**src/verilog/spsc_defs.svh**
```systemverilog
// register offsets, field positions, reset values and divider counts
// Operation
// - one serial clock period spans two rollovers of the rate divider
// - SPI master samples input at end of bit when sample phase set, else middle
// - in I2C, sample phase one disables slew limiting, zero enables it
// - SPI clock-edge bit one shifts on active-to-idle, zero on idle-to-active
// - in I2C, clock-edge bit selects SMBus input thresholds
// - I2C data-not-address flag follows the kind of the last byte moved
// - stop-seen flag set by last stop, zero at reset and when disabled
// - start-seen flag set by last start, zero at reset and when disabled
// - I2C slave keeps matched address direction until start, stop or nack
// - I2C master direction flag is transmit busy; or with requests gives busy
// - 10-bit I2C slave sets update-address flag when address must be reloaded
// - buffer-full set when received byte is complete, clear when buffer empty
// - I2C transmit holds buffer-full until the data bits are shifted out
// - buffer write during transmission sets write collision; software clears it
// - SPI slave overflow when byte arrives with unread buffer; new byte lost
// - SPI master never sets the overflow flag
// - I2C overflow when byte arrives with buffer full; software clears it
// - port enable hands serial pins to the port, clear returns them
// - SPI clock polarity one gives idle high, zero idle low
// - I2C slave clock polarity zero stretches the clock, one releases it
// - mode codes 0000, 0001, 0010 give SPI master at clock /4, /16, /64
// - buffer write starts the divider; serial clock is clock/(4*(reload+1))
`ifndef SPSC_DEFS_SVH
`define SPSC_DEFS_SVH
`define SPSC_OFF_STATUS   12'h000
`define SPSC_OFF_CTL1     12'h004
`define SPSC_OFF_RELOAD   12'h008
`define SPSC_OFF_BUFFER   12'h00c
`define SPSC_ST_SMP       7
`define SPSC_ST_CKE       6
`define SPSC_ST_DA        5
`define SPSC_ST_STOP      4
`define SPSC_ST_START     3
`define SPSC_ST_RW        2
`define SPSC_ST_UA        1
`define SPSC_ST_BF        0
`define SPSC_C1_WRITE_COLLISION_FLAG      7
`define SPSC_C1_OV        6
`define SPSC_C1_EN        5
`define SPSC_C1_CKP       4
`define SPSC_C1_MODE_HI   3
`define SPSC_RST_STATUS   8'h00
`define SPSC_RST_CTL1     8'h00
`define SPSC_RST_RELOAD   8'h00
`define SPSC_HALF_DIV4    9'h001
`define SPSC_HALF_DIV16   9'h007
`define SPSC_HALF_DIV64   9'h01f
`define SPSC_LAST_EDGE    4'hf
`endif

```
**src/verilog/spsc_pkg.sv**
```systemverilog
// types shared by the serial port status and control block
package spsc_pkg;
    typedef enum logic [3:0] {
        SPSC_SPI_M4   = 4'h0,
        SPSC_SPI_M16  = 4'h1,
        SPSC_SPI_M64  = 4'h2,
        SPSC_SPI_MT2  = 4'h3,
        SPSC_SPI_S_SS = 4'h4,
        SPSC_SPI_S    = 4'h5,
        SPSC_I2C_S7   = 4'h6,
        SPSC_I2C_S10  = 4'h7,
        SPSC_I2C_M    = 4'h8,
        SPSC_SPI_MBRG = 4'ha,
        SPSC_I2C_FW   = 4'hb,
        SPSC_I2C_S7SP = 4'he,
        SPSC_I2C_S10P = 4'hf
    } spsc_mode_e;
    // events from the i2c / spi slave protocol engine (same clock)
    typedef struct packed {
        logic       start_det;
        logic       stop_det;
        logic       nack_det;
        logic       addr_match;
        logic       addr_rw;
        logic       byte_rx;
        logic       byte_is_data;
        logic [7:0] rx_data;
        logic       tx_done;
        logic       tx_busy;
        logic       ua_req;
        logic [4:0] master_req;
    } spsc_evt_s;
    // controls handed to pads and to the protocol engine
    typedef struct packed {
        logic       pins_own;
        logic       slew_limit;
        logic       smbus_levels;
        logic       scl_hold;
        logic       tx_load;
        logic [7:0] tx_data;
        logic [7:0] reload;
    } spsc_ctl_s;
endpackage

```
**src/verilog/spsc_top.sv**
```systemverilog
// serial port status / control register bank with spi master shifter
`timescale 1ns/10ps
`include "spsc_defs.svh"
module spsc_top (
    input  wire logic              i_clk,
    input  wire logic              i_resetn,
    input  wire logic              psel,
    input  wire logic              penable,
    input  wire logic              pwrite,
    input  wire logic [11:0]       paddr,
    input  wire logic [31:0]       pwdata,
    output logic      [31:0]       prdata,
    output logic                   pready,
    output logic                   pslverr,
    input  wire spsc_pkg::spsc_evt_s i_evt,
    input  wire logic              i_sdi,
    output logic                   o_sck,
    output logic                   o_sck_oe,
    output logic                   o_sdo,
    output logic                   o_sdo_oe,
    output logic                   o_busy,
    output spsc_pkg::spsc_ctl_s    o_ctl
);
    ////////////////////////////////////////////////////////////////////////
    function automatic logic is_spi_m(input logic [3:0] m);
        is_spi_m = (m == 4'h0) || (m == 4'h1) || (m == 4'h2) || (m == 4'h3) || (m == 4'ha);
    endfunction
    function automatic logic is_spi_s(input logic [3:0] m);
        is_spi_s = (m == 4'h4) || (m == 4'h5);
    endfunction
    function automatic logic is_i2c(input logic [3:0] m);
        is_i2c = (m == 4'h6) || (m == 4'h7) || (m == 4'h8) || (m == 4'hb) || (m >= 4'he);
    endfunction
    function automatic logic is_i2c_s(input logic [3:0] m);
        is_i2c_s = (m == 4'h6) || (m == 4'h7) || (m >= 4'he);
    endfunction

    logic [7:0] smp_cke_r;
    logic       da_r, stop_r, start_r, rw_r, ua_r, bf_r;
    logic       write_collision_flag_r, ov_r, en_r, ckp_r;
    logic [3:0] mode_r;
    logic [7:0] reload_r, buf_r;
    logic       tx_load_r;
    logic [1:0] sdi_sync_r;
    logic [8:0] div_r;
    logic [3:0] edge_r;
    logic [7:0] tx_sh_r, rx_sh_r;
    logic       sck_r, run_r;

    typedef enum logic [0:0] {XF_IDLE, XF_RUN} xf_state_e;
    xf_state_e  xf_r;

    logic       wr_acc, rd_acc, wr_st, wr_c1, wr_rl, wr_buf, rd_buf;
    logic       input_sample_phase, cke, spi_m, spi_s, i2c, i2c_s;
    logic       xf_done, half_end, samp_now, shift_now, busy_tx, rx_byte;
    logic [8:0] half_cnt;
    logic [7:0] status_v, ctl1_v;
    logic       mapped;
    logic       samp_bit;
    logic [7:0] rx_sh_nxt;

    assign input_sample_phase      = smp_cke_r[`SPSC_ST_SMP];
    assign cke      = smp_cke_r[`SPSC_ST_CKE];
    assign spi_m    = is_spi_m(mode_r);
    assign spi_s    = is_spi_s(mode_r);
    assign i2c      = is_i2c(mode_r);
    assign i2c_s    = is_i2c_s(mode_r);

    ////////////////////////////////////////////////////////////////////////
    // apb slave: zero wait states, read data captured in the setup cycle
    assign mapped   = (paddr == `SPSC_OFF_STATUS) || (paddr == `SPSC_OFF_CTL1) ||
                      (paddr == `SPSC_OFF_RELOAD) || (paddr == `SPSC_OFF_BUFFER);
    assign pready   = 1'b1;
    assign pslverr  = psel & penable & ~mapped;
    assign wr_acc   = psel & penable & pwrite & mapped;
    assign rd_acc   = psel & penable & ~pwrite & mapped;
    assign wr_st    = wr_acc & (paddr == `SPSC_OFF_STATUS);
    assign wr_c1    = wr_acc & (paddr == `SPSC_OFF_CTL1);
    assign wr_rl    = wr_acc & (paddr == `SPSC_OFF_RELOAD);
    assign wr_buf   = wr_acc & (paddr == `SPSC_OFF_BUFFER);
    assign rd_buf   = rd_acc & (paddr == `SPSC_OFF_BUFFER);

    // master mode: direction bit shows transmit busy instead of captured rw
    assign status_v = {input_sample_phase, cke, da_r, stop_r, start_r,
                       (i2c && !i2c_s) ? i_evt.tx_busy : rw_r, ua_r, bf_r};
    assign ctl1_v   = {write_collision_flag_r, ov_r, en_r, ckp_r, mode_r};

    always_ff @(posedge i_clk) begin
        if (!i_resetn) begin
            prdata <= 32'h0000_0000;
        end else if (psel && !penable) begin
            case (paddr)
                `SPSC_OFF_STATUS: prdata <= {24'h00_0000, status_v};
                `SPSC_OFF_CTL1:   prdata <= {24'h00_0000, ctl1_v};
                `SPSC_OFF_RELOAD: prdata <= {24'h00_0000, reload_r};
                `SPSC_OFF_BUFFER: prdata <= {24'h00_0000, buf_r};
                default:          prdata <= 32'h0000_0000;
            endcase
        end
    end

    ////////////////////////////////////////////////////////////////////////
    // control registers
    always_ff @(posedge i_clk) begin
        if (!i_resetn) begin
            smp_cke_r <= `SPSC_RST_STATUS;
            en_r      <= 1'b0;
            ckp_r     <= 1'b0;
            mode_r    <= 4'h0;
            reload_r  <= `SPSC_RST_RELOAD;
        end else begin
            if (wr_st) begin
                smp_cke_r <= {pwdata[7:6], 6'h00};
            end
            if (wr_c1) begin
                en_r   <= pwdata[`SPSC_C1_EN];
                ckp_r  <= pwdata[`SPSC_C1_CKP];
                mode_r <= pwdata[`SPSC_C1_MODE_HI:0];
            end
            if (wr_rl) begin
                reload_r <= pwdata[7:0];
            end
        end
    end

    // a buffer write is refused while a transfer is still shifting
    assign busy_tx = run_r | (i2c & i_evt.tx_busy);

    always_ff @(posedge i_clk) begin
        if (!i_resetn) begin
            write_collision_flag_r <= 1'b0;
            ov_r   <= 1'b0;
        end else begin
            // set wins over a software clear in the same cycle
            write_collision_flag_r <= (wr_buf && en_r && busy_tx) ? 1'b1 :
                      (wr_c1 && !pwdata[`SPSC_C1_WRITE_COLLISION_FLAG]) ? 1'b0 : write_collision_flag_r;
            ov_r   <= (rx_byte && bf_r && en_r && (spi_s || i2c)) ? 1'b1 :
                      (wr_c1 && !pwdata[`SPSC_C1_OV]) ? 1'b0 : ov_r;
        end
    end

    ////////////////////////////////////////////////////////////////////////
    // i2c condition and address status
    assign rx_byte = i_evt.byte_rx & (spi_s | i2c);

    always_ff @(posedge i_clk) begin
        if (!i_resetn || !en_r) begin
            start_r <= 1'b0;
            stop_r  <= 1'b0;
        end else if (i2c && i_evt.stop_det) begin
            stop_r  <= 1'b1;
            start_r <= 1'b0;
        end else if (i2c && i_evt.start_det) begin
            start_r <= 1'b1;
            stop_r  <= 1'b0;
        end
    end

    always_ff @(posedge i_clk) begin
        if (!i_resetn) begin
            rw_r <= 1'b0;
        end else if (i2c_s && i_evt.addr_match) begin
            rw_r <= i_evt.addr_rw;
        end else if (i_evt.start_det || i_evt.stop_det || i_evt.nack_det) begin
            rw_r <= 1'b0;
        end
    end

    always_ff @(posedge i_clk) begin
        if (!i_resetn) begin
            da_r <= 1'b0;
        end else if (i2c && (i_evt.byte_rx || i_evt.tx_done)) begin
            da_r <= i_evt.byte_is_data;
        end
    end

    // update-address flag: set by the engine, cleared when software reloads
    always_ff @(posedge i_clk) begin
        if (!i_resetn) begin
            ua_r <= 1'b0;
        end else if (i_evt.ua_req && (mode_r == 4'h7 || mode_r == 4'hf)) begin
            ua_r <= 1'b1;
        end else if (wr_rl) begin
            ua_r <= 1'b0;
        end
    end

    ////////////////////////////////////////////////////////////////////////
    // buffer and buffer-full flag
    always_ff @(posedge i_clk) begin
        if (!i_resetn) begin
            buf_r     <= 8'h00;
            bf_r      <= 1'b0;
            tx_load_r <= 1'b0;
        end else begin
            tx_load_r <= wr_buf & en_r & ~busy_tx & i2c;
            if (!en_r) begin
                bf_r <= 1'b0;
            end else if (xf_done) begin
                buf_r <= rx_sh_nxt;
                bf_r  <= 1'b1;
            end else if (rx_byte && !bf_r) begin
                buf_r <= i_evt.rx_data;
                bf_r  <= 1'b1;
            end else if (wr_buf && !busy_tx) begin
                buf_r <= pwdata[7:0];
                bf_r  <= i2c;
            end else if (i2c && i_evt.tx_done) begin
                bf_r  <= 1'b0;
            end else if (rd_buf) begin
                bf_r  <= 1'b0;
            end
        end
    end

    ////////////////////////////////////////////////////////////////////////
    // spi master rate divider: two rollovers per serial clock period
    always_comb begin
        case (mode_r)
            4'h0:    half_cnt = `SPSC_HALF_DIV4;
            4'h1:    half_cnt = `SPSC_HALF_DIV16;
            4'h2:    half_cnt = `SPSC_HALF_DIV64;
            default: half_cnt = {reload_r, 1'b1};
        endcase
    end

    assign half_end = run_r && (div_r == 9'h000);

    always_ff @(posedge i_clk) begin
        if (!i_resetn) begin
            div_r <= 9'h000;
        end else if (wr_buf && !busy_tx && spi_m && en_r) begin
            div_r <= half_cnt;
        end else if (half_end) begin
            div_r <= half_cnt;
        end else if (run_r) begin
            div_r <= div_r - 9'h001;
        end
    end

    // input pin synchroniser
    always_ff @(posedge i_clk) begin
        if (!i_resetn) begin
            sdi_sync_r <= 2'b00;
        end else begin
            sdi_sync_r <= {sdi_sync_r[0], i_sdi};
        end
    end

    // shift on odd edges but the last for cke=1, even edges past the first for cke=0
    assign shift_now = half_end && (cke ? (edge_r[0] && edge_r != `SPSC_LAST_EDGE)
                                        : (!edge_r[0] && edge_r != 4'h0));
    // middle sample is the non-shift edge, end sample the shift edge plus, for cke=1, the last edge
    assign samp_now  = half_end && (input_sample_phase ? (cke ? edge_r[0]
                                               : (!edge_r[0] && edge_r != 4'h0))
                                        : (cke ? !edge_r[0] : edge_r[0]));
    assign xf_done   = half_end && (edge_r == `SPSC_LAST_EDGE);
    assign run_r     = (xf_r == XF_RUN);
    // end-of-bit sample of the last bit falls on the final edge, so the
    // buffer takes the shifter's next value or it would lose that bit
    assign samp_bit  = samp_now || (xf_done && input_sample_phase && !cke);
    assign rx_sh_nxt = samp_bit ? {rx_sh_r[6:0], sdi_sync_r[1]} : rx_sh_r;

    always_ff @(posedge i_clk) begin
        if (!i_resetn) begin
            xf_r    <= XF_IDLE;
            edge_r  <= 4'h0;
            tx_sh_r <= 8'h00;
            rx_sh_r <= 8'h00;
        end else begin
            case (xf_r)
                XF_IDLE: begin
                    if (wr_buf && spi_m && en_r) begin
                        xf_r    <= XF_RUN;
                        edge_r  <= 4'h0;
                        tx_sh_r <= pwdata[7:0];
                    end
                end
                XF_RUN: begin
                    if (!en_r) begin
                        xf_r <= XF_IDLE;
                    end else if (half_end) begin
                        edge_r <= edge_r + 4'h1;
                        if (shift_now) begin
                            tx_sh_r <= {tx_sh_r[6:0], 1'b0};
                        end
                        rx_sh_r <= rx_sh_nxt;
                        if (xf_done) begin
                            xf_r <= XF_IDLE;
                        end
                    end
                end
                default: xf_r <= XF_IDLE;
            endcase
        end
    end

    // clock leaves idle level on the first edge and returns on the last
    always_ff @(posedge i_clk) begin
        if (!i_resetn) begin
            sck_r <= 1'b0;
        end else if (!run_r) begin
            sck_r <= ckp_r;
        end else if (half_end) begin
            sck_r <= ~sck_r;
        end
    end

    ////////////////////////////////////////////////////////////////////////
    // pins and controls
    assign o_sck    = sck_r;
    assign o_sck_oe = en_r & spi_m;
    assign o_sdo    = tx_sh_r[7];
    assign o_sdo_oe = en_r & (spi_m | spi_s);
    assign o_busy   = i2c & ~i2c_s & (i_evt.tx_busy | (|i_evt.master_req));

    // one process drives the whole struct so it has a single driver
    always_comb begin
        o_ctl.pins_own     = en_r;
        o_ctl.slew_limit   = i2c & ~input_sample_phase;
        o_ctl.smbus_levels = i2c & cke;
        o_ctl.scl_hold     = en_r & i2c_s & ~ckp_r;
        o_ctl.tx_load      = tx_load_r;
        o_ctl.tx_data      = buf_r;
        o_ctl.reload       = reload_r;
    end

    ////////////////////////////////////////////////////////////////////////
    // checks
    write_collision_flag_set_a: assert property (@(posedge i_clk) disable iff (!i_resetn)
        (wr_buf && en_r && run_r) |=> write_collision_flag_r)
        else $error("write collision not flagged");
    ov_master_a: assert property (@(posedge i_clk) disable iff (!i_resetn)
        (spi_m && !$past(ov_r) && !$past(spi_s) && !$past(i2c)) |-> !ov_r)
        else $error("overflow set in spi master");
    ov_set_a: assert property (@(posedge i_clk) disable iff (!i_resetn)
        (spi_s && en_r && i_evt.byte_rx && bf_r) |=> (ov_r && $stable(buf_r)))
        else $error("overflow not flagged or buffer overwritten");
    start_clr_a: assert property (@(posedge i_clk) disable iff (!i_resetn)
        (!en_r) |=> (!start_r && !stop_r))
        else $error("start or stop flag kept while disabled");
    stop_set_a: assert property (@(posedge i_clk) disable iff (!i_resetn)
        (en_r && i2c && i_evt.stop_det) |=> (stop_r && !start_r))
        else $error("stop flag not set");
    xfer_len_a: assert property (@(posedge i_clk) disable iff (!i_resetn)
        (!run_r ##1 run_r) |-> run_r [*4])
        else $error("transfer ended too early");
    bf_done_a: assert property (@(posedge i_clk) disable iff (!i_resetn)
        (xf_done && en_r) |=> (bf_r && buf_r == rx_sh_r))
        else $error("received byte not in buffer");
    sck_idle_a: assert property (@(posedge i_clk) disable iff (!i_resetn)
        (!run_r ##1 !run_r) |-> (o_sck == $past(ckp_r)))
        else $error("idle clock level wrong");
    rw_cap_a: assert property (@(posedge i_clk) disable iff (!i_resetn)
        (i2c_s && i_evt.addr_match) |=> (rw_r == $past(i_evt.addr_rw)))
        else $error("direction not captured");
    bf_tx_a: assert property (@(posedge i_clk) disable iff (!i_resetn)
        (en_r && i2c && i_evt.tx_done && !xf_done && !i_evt.byte_rx && !wr_buf)
            |=> !bf_r)
        else $error("buffer full kept after transmit");
    ua_set_a: assert property (@(posedge i_clk) disable iff (!i_resetn)
        (i_evt.ua_req && (mode_r == 4'h7 || mode_r == 4'hf)) |=> ua_r)
        else $error("update address flag not set");
    ov_i2c_a: assert property (@(posedge i_clk) disable iff (!i_resetn)
        (i2c && en_r && i_evt.byte_rx && bf_r && !wr_buf) |=> (ov_r && $stable(buf_r)))
        else $error("i2c overflow not flagged or buffer overwritten");
    pins_off_a: assert property (@(posedge i_clk) disable iff (!i_resetn)
        (!en_r) |-> (!o_sck_oe && !o_sdo_oe && !o_ctl.pins_own && !o_ctl.scl_hold))
        else $error("pins kept while port disabled");
    sck_toggle_a: assert property (@(posedge i_clk) disable iff (!i_resetn)
        half_end |=> (o_sck != $past(o_sck)))
        else $error("serial clock missed a half period");
    sdo_hold_a: assert property (@(posedge i_clk) disable iff (!i_resetn)
        (run_r && !shift_now) |=> $stable(o_sdo))
        else $error("data out moved off its shift edge");
endmodule
```
**config.mk**
```make
export PLATFORM = sky130hd
export DESIGN_NAME = spsc_top
export DESIGN_NICKNAME = d
export VERILOG_FILES = /design/src/verilog/spsc_pkg.sv /design/src/verilog/spsc_top.sv
export VERILOG_INCLUDE_DIRS = /design/src /design/src/verilog
export SDC_FILE = /design/constraint.sdc
export NUM_CORES = 1
export LEC_CHECK = 0
export BUFFER_PORTS_ARGS = -buffer_cell sky130_fd_sc_hd__buf_2
export CAP_MARGIN = 25
export CORE_MARGIN = 2
export CORE_UTILIZATION = 55
export CTS_CLUSTER_SIZE = 40
export DETAILED_ROUTE_END_ITERATION = 6
export GPL_TIMING_DRIVEN = 0
export PLACE_DENSITY = 0.95
export SYNTH_ARGS = -nofsm -noshare
export SYNTH_HDL_FRONTEND = slang
export SYNTH_SLANG_ARGS = --single-unit
```
**constraint.sdc**
```tcl
create_clock -name i_clk -period 8.1 [get_ports i_clk]
set_clock_uncertainty 0.2 [all_clocks]
set_input_delay 2.43 -clock i_clk [delete_from_list [all_inputs] [get_ports i_clk]]
set_output_delay 2.43 -clock i_clk [all_outputs]
set_load 0.01 [all_outputs]
```
==> results.md, run 1 <==
- Final Max Slew Viols: 0
- EDFF count, synth: 0
- Sequential power share: 53.4%
- Max IR drop VDD: 0.0001093 V
- P&R area growth vs syn: 19.35%
- CTS Buf Count: 9
- Critical Path Sink Type: output pin
- Async set-reset flop share out of synthesis: 0%
- Placer congestion estimate: 0.9684
- Min Hold Slack: 0.2531 ns
- Clk pin slew, worst setup/hold paths: 0.08 ns
- WL/cell: 17.13 µm
- Critical path's most frequent cell: buf_2
- Main combinational cell family by area after synthesis: simple AND/OR/NAND/NOR gates
- CTS max path bufs: 2
- Clock root buffer: clkbuf_8
- CTS Hold Bufs: 0
- CP cell instances: buf_2 -> nor4_1 -> and3_1 -> clkbuf_1 -> nor2_1 -> buf_2
- PD cells: 139.1 mW/mm²
- H-tree depth: 3
- Violated checks: DRC
- RSZ-0062 raised after global routing: no
- Layout cells sized above 1: 25.41%
- Post-CTS setup buffer count: 0
- Final HPWL DP: 9.164 mm
- Slowest cell on crit path: nor4_1
- Drt drc: 12
- ANT nets after route: 0
- Mean Syn Cell Area: 8.398 µm²
- Number of max-cap violations: 0
- Post-synthesis cell area: 0.004106 mm²
- IO buf count: 82
- Number of global-route vias before repair: 3915
- N_diodes: 0
- Post-synthesis mux area share: 12.71%
- Initial core utilization: 56.62%
- Psw: 0.1821 mW
- Io pins: 133
- Pre-CTS WS: 1.411 ns
- Die area: 0.008173 mm²
- Cell-internal power: 0.4995 mW
- Vias per cell: 6.114
- CTS tree: yes
- Worst Setup Slack, final: 1.343 ns
- WL final: 12.15 mm
- Switching share of power: 26.72%
- First-pass GRT wire length: 18.80 mm
- Leakage power: 2.144 nW
- DRT iter0 DRCs: 516
- Primary FF master, synth: dfxtp_1
- Startpoint types: primary input
- Slew margin rel.: 42.89%
- Crit Path Max Fanout: 10
- Measured slew at the worst slew-check pin: 0.8351 ns
- WP data required: 5.47 ns
- Setup TNS: 0 ns
- Clk sinks: 74
- Congestion Overflow GR: 0
- CORE AREA: 0.007253 mm²
- Max frequency: 148.0 MHz
- Critical Path AT: 4.13 ns
- Clk pwr share: 38.8%
- Register area share after synthesis: 36.08%
- Synth Area in XOR/XNOR: 0.8531%
- #FFs+latches synth: 74
- Via Count: 4335
- DR pass1 iterations: 7
- Largest net degree at the start of global routing: 15
- Synth Area in Simple Gates: 23.37%
- Setup violators final: 0
- Clk_lat worst skew: 0.36 ns
- Die height: 90.41 µm
- Distinct cell type count of the synthesized netlist: 57
- Crit path kind: primary input to output pin
- Slowest stage delay, CP: 0.68 ns
- Tmin final: 6.757 ns
- Antenna violations before repair: 0
- Post-CTS resize count: 0
- Compound-gate portion of the synthesized area: 16.79%
- Synthesized instance count: 489
- Period utilization: 83.42%
- Final core utilization: 67.57%
- Rows: 31
- Total track usage: 28.80%
- Yosys warnings: 0
- Final-stage net count: 681
- HP Class: register to register
- Final Hold Fails: 0
- Power share of the combinational group: 7.8%
- Adder-cell share of the synthesized area: 0.9141%
- Die width: 90.41 µm
- Status: finished with violations
[cell families after synthesis]
family,Yosys count
and+or+nand+nor,193
AOI/OAI and AO/OA,106
DFF,74
muxes,42
xor gates and xnor gates,4
buffers and inverters,65
adders and majority gates,3
other,2
[critical path, delay by kind of cell]
kind | cells | cell delay [ns]
buffers and inverters | 3 | 0.59
and+or+nand+nor | 3 | 1.11
[cell usage after synthesis (7+ instances only)]
cell / instances / area share (%)
a21oi_1: 47 / 5.7
a31oi_1: 7 / 1.1
a32o_1: 8 / 2.0
buf_4: 27 / 4.9
clkbuf_1: 18 / 1.6
dfxtp_1: 74 / 36
inv_1: 8 / 0.73
mux2i_1: 33 / 8.0
mux4_2: 8 / 4.4
nand2_1: 59 / 5.4
nand3_1: 20 / 2.4
nor2_1: 44 / 4.0
nor3_1: 15 / 1.8
o211a_1: 7 / 1.7
o21ai_0: 11 / 1.3
[metrics by stage]
stage | total power, mW | std cells | area (µm²)
finish | 0.6816 | 709 | 4901
global route | 0.6971 | 709 | 4901
CTS | 0.6764 | 709 | 4901
detailed placement | 0.4239 | 693 | 4727
global placement | 0.4228 | 693 | 4727
floorplan | 0.4018 | 512 | 4193
[final cells by class]
cell class,instances,area (µm²)
clock inverter,7,50.05
clock buffer,9,123.9
tap,99,123.9
buffer,57,344.1
inverter,8,30.03
sequential,74,1481
fill,564,2352
timing repair buffer,82,410.4
multi-input combinational,373,2337
[cell usage in the layout, fill, tap and decap left out, types with 6 or more instances in the layout]
cell and count:
a211oi_1 6, a21oi_1 47, a31oi_1 7, a32o_1 8, and2_1 6, buf_2 86, buf_4 27, clkbuf_1 18
clkbuf_8 9, conb_1 25, dfxtp_1 74, inv_1 8, mux2i_1 33, mux4_2 8, nand2_1 59, nand2b_1 6
nand3_1 20, nor2_1 44, nor3_1 15, nor4_1 6, o211a_1 7, o21ai_0 11
[routing by layer]
metal | vias to the layer above | routed length (µm) | global-route usage, %
li1 | 1944 | - | -
met1 | 1963 | 4528 | 34.32
met2 | 351 | 5666 | 47.87
met3 | 77 | 1375 | 7.513
met4 | 0 | 578 | 14.87
met5 | - | 0 | 0
[power by group through the flow]
stage	registers [mW]	logic, mW	clock network [mW]
after floorplan	0.373	0.0293	0
after global placement	0.373	0.0502	0
after detailed placement	0.373	0.0513	0
after CTS	0.364	0.0515	0.261
after global routing	0.364	0.0569	0.276
final	0.364	0.0530	0.265
[final timing paths]
| kind | from | endpoint | slack, ns | depth (start not counted) |
|---|---|---|---|---|
| worst max-delay path | paddr[9] | pslverr | 1.34 | 6 |
| worst min-delay path | sdi_sync_r[0]$_SDFF_PN0_ | sdi_sync_r[1]$_SDFF_PN0_ | 0.25 | 1 |
| worst max register to register | div_r[0]$_SDFFE_PN0P_ | tx_sh_r[3]$_SDFFE_PN0P_ | 4.99 | 9 |
| worst min register to register | sdi_sync_r[0]$_SDFF_PN0_ | sdi_sync_r[1]$_SDFF_PN0_ | 0.25 | 1 |
[registers in the layout (all words and copies together), names as in the netlist, 2 cells and up]
name / flops
buf_r: 8
tx_sh_r: 8
mode_r: 4
edge_r: 4
smp_cke_r: 2
rx_sh_r: 8
reload_r: 8
div_r: 9
prdata: 8
sdi_sync_r: 2
No activity file was read; power rests on OpenSTA's default activity.
==> inputs of run 2 (changes only) <==
--- a/config.mk
+++ b/config.mk
@@ -9,11 +9,11 @@
 export BUFFER_PORTS_ARGS = -buffer_cell sky130_fd_sc_hd__buf_2
 export CAP_MARGIN = 25
 export CORE_MARGIN = 2
-export CORE_UTILIZATION = 55
+export CORE_UTILIZATION = 51
 export CTS_CLUSTER_SIZE = 40
 export DETAILED_ROUTE_END_ITERATION = 6
 export GPL_TIMING_DRIVEN = 0
-export PLACE_DENSITY = 0.95
+export PLACE_DENSITY = 0.89
 export SYNTH_ARGS = -nofsm -noshare
 export SYNTH_HDL_FRONTEND = slang
 export SYNTH_SLANG_ARGS = --single-unit
==> constraint.sdc (replaced) <==
create_clock -name i_clk -period 6.9 [get_ports i_clk]
set_clock_uncertainty 0.2 [all_clocks]
set_input_delay 2.07 -clock i_clk [delete_from_list [all_inputs] [get_ports i_clk]]
set_output_delay 2.07 -clock i_clk [all_outputs]
set_load 0.01 [all_outputs]
==> run 2 against run 1 <==
Against the previous run:
- the run now ends clean
- register-to-register slack lost 1.3 ns
- utilization down 4.3 points
- worst hold slack about the same
- sequential cell count unchanged
==> results.md, run 2 (synthesized netlist as in run 1, its figures left out) <==
- DRT iter0 DRCs: 444
- Leakage power: 2.135 nW
- Post-CTS setup buffer count: 0
- CORE AREA: 0.007767 mm²
- Die width: 93.73 µm
- Fillers: 661
- Rows: 32
- Period utilization: 86.26%
- IO buf count: 82
- Clk_lat worst skew: 0.36 ns
- Startpoint types: primary input
- Most frequent cells in the layout: 86 x buf_2, 74 x dfxtp_1, 59 x nand2_1
- Reg with most FFs: div_r
- Tmin final: 5.952 ns
- Max frequency: 168.0 MHz
- PD cells: 165.0 mW/mm²
- CTS Hold Bufs: 0
- Cell Area, Placed: 0.004731 mm²
- First-pass GRT wire length: 19.09 mm
- WL final: 12.16 mm
- Largest net degree at the start of global routing: 15
- Critical Path AT: 3.68 ns
- WP data required: 4.63 ns
- Routing usage on met1: 36.16%
- H-tree depth: 3
- Clock root buffer: clkbuf_8
- Final HPWL DP: 9.143 mm
- Final core utilization: 63.31%
- Final Hold Fails: 0
- Flop-to-flop setup slack: 3.69 ns
- Final-stage net count: 681
- Congestion Overflow GR: 0
- Placer congestion estimate: 0.9625
- DR pass1 iterations: 5
- Critical Path Sink Type: output pin
- HP Class: register to register
- ANT nets after route: 0
- P&R area growth vs syn: 19.74%
- Total track usage: 28.00%
- Crit path kind: primary input to output pin
- Max FFs per register: 9
- Clk pin slew, worst setup/hold paths: 0.08 ns
- Final Cell Area: 0.004917 mm²
- Via Count: 4234
- M3 GR Usage: 6.019%
- Min Hold Slack: 0.2530 ns
- GRT Max-Usage Layer: met2
- Setup violators final: 0
- Crit Path Max Fanout: 10
- Grt met2 use: 45.65%
- Slew margin rel.: 39.90%
- N_diodes: 0
- Post-CTS resize count: 0
- CTS Buf Count: 9
- Setup TNS: 0 ns
- Io pins: 133
- Drt drc: 0
- CTS tree: yes
- Max IR drop VDD: 0.0001614 V
- Final Total Pwr: 0.8116 mW
- Clk sinks: 74
- Number of max-cap violations: 0
- Final Max Slew Viols: 0
- Layout cells sized above 1: 25.41%
- RSZ-0062 raised after global routing: no
- Measured slew at the worst slew-check pin: 0.8787 ns
- Initial core utilization: 52.87%
- Status: completed
- Antenna violations before repair: 0
- Die height: 93.73 µm
- Vias per cell: 5.947
- Die area: 0.008785 mm²
- CTS max path bufs: 2
- Number of global-route vias before repair: 3909
- Commonest non-fill, non-tap cell in the layout: buf_2
- WL/cell: 17.08 µm
## run 2: final cells by class
| class | instances | area, µm² | area share [%] |
|---|---|---|---|
| flip-flops and latches | 74 | 1481 | 30.13 |
| plain buffers | 57 | 344.1 | 6.997 |
| well taps | 102 | 127.6 | 2.595 |
| repair buffers | 82 | 410.4 | 8.346 |
| multi-input cells | 373 | 2337 | 47.53 |
| clock inverters | 6 | 48.80 | 0.9924 |
| inverters | 8 | 30.03 | 0.6107 |
| clock buffers | 10 | 137.6 | 2.799 |
## run 2: layer usage
metal | wire (µm) | vias to the layer above | part of all wire, %
met1 | 4685 | 1929 | 39
li1 | - | 1947 | -
met2 | 5648 | 306 | 46
met5 | 0 | - | 0
met4 | 428 | 0 | 3.5
met3 | 1398 | 52 | 11
## run 2: worst max-delay path: stages
cell and delay [ns]:
buf_2 0.09, nor4_1 0.63, and3_1 0.31, clkbuf_1 0.34, nor2_1 0.09, buf_2 0.15
## run 2: final timing paths
| check | startpoint | to | cells past startpoint |
|---|---|---|---|
| worst max register to register | div_r[0]$_SDFFE_PN0P_ | rx_sh_r[1]$_SDFFE_PN0P_ | 8 |
| worst min-delay path | prdata[2]$_SDFFE_PN0P_ | prdata[2]$_SDFFE_PN0P_ | 2 |
| worst max-delay path | paddr[9] | pslverr | 6 |
| worst min register to register | prdata[2]$_SDFFE_PN0P_ | prdata[2]$_SDFFE_PN0P_ | 2 |
## run 2: per-stage QoR
stage / std cells / setup WS, ns
finish: 712 / 0.9479
global route: 712 / 0.8720
CTS: 712 / 0.9793
detailed placement: 696 / 0.9817
global placement: 696 / 0.9972
floorplan: 512 / 1.445
## run 2: power breakdown
group	internal (mW)	total [mW]	switching [mW]	leakage [nW]
registers	0.427	0.427	0.000149	0.596
clock network	0.143	0.321	0.178	0.0855
logic	0.0262	0.0632	0.0370	1.45
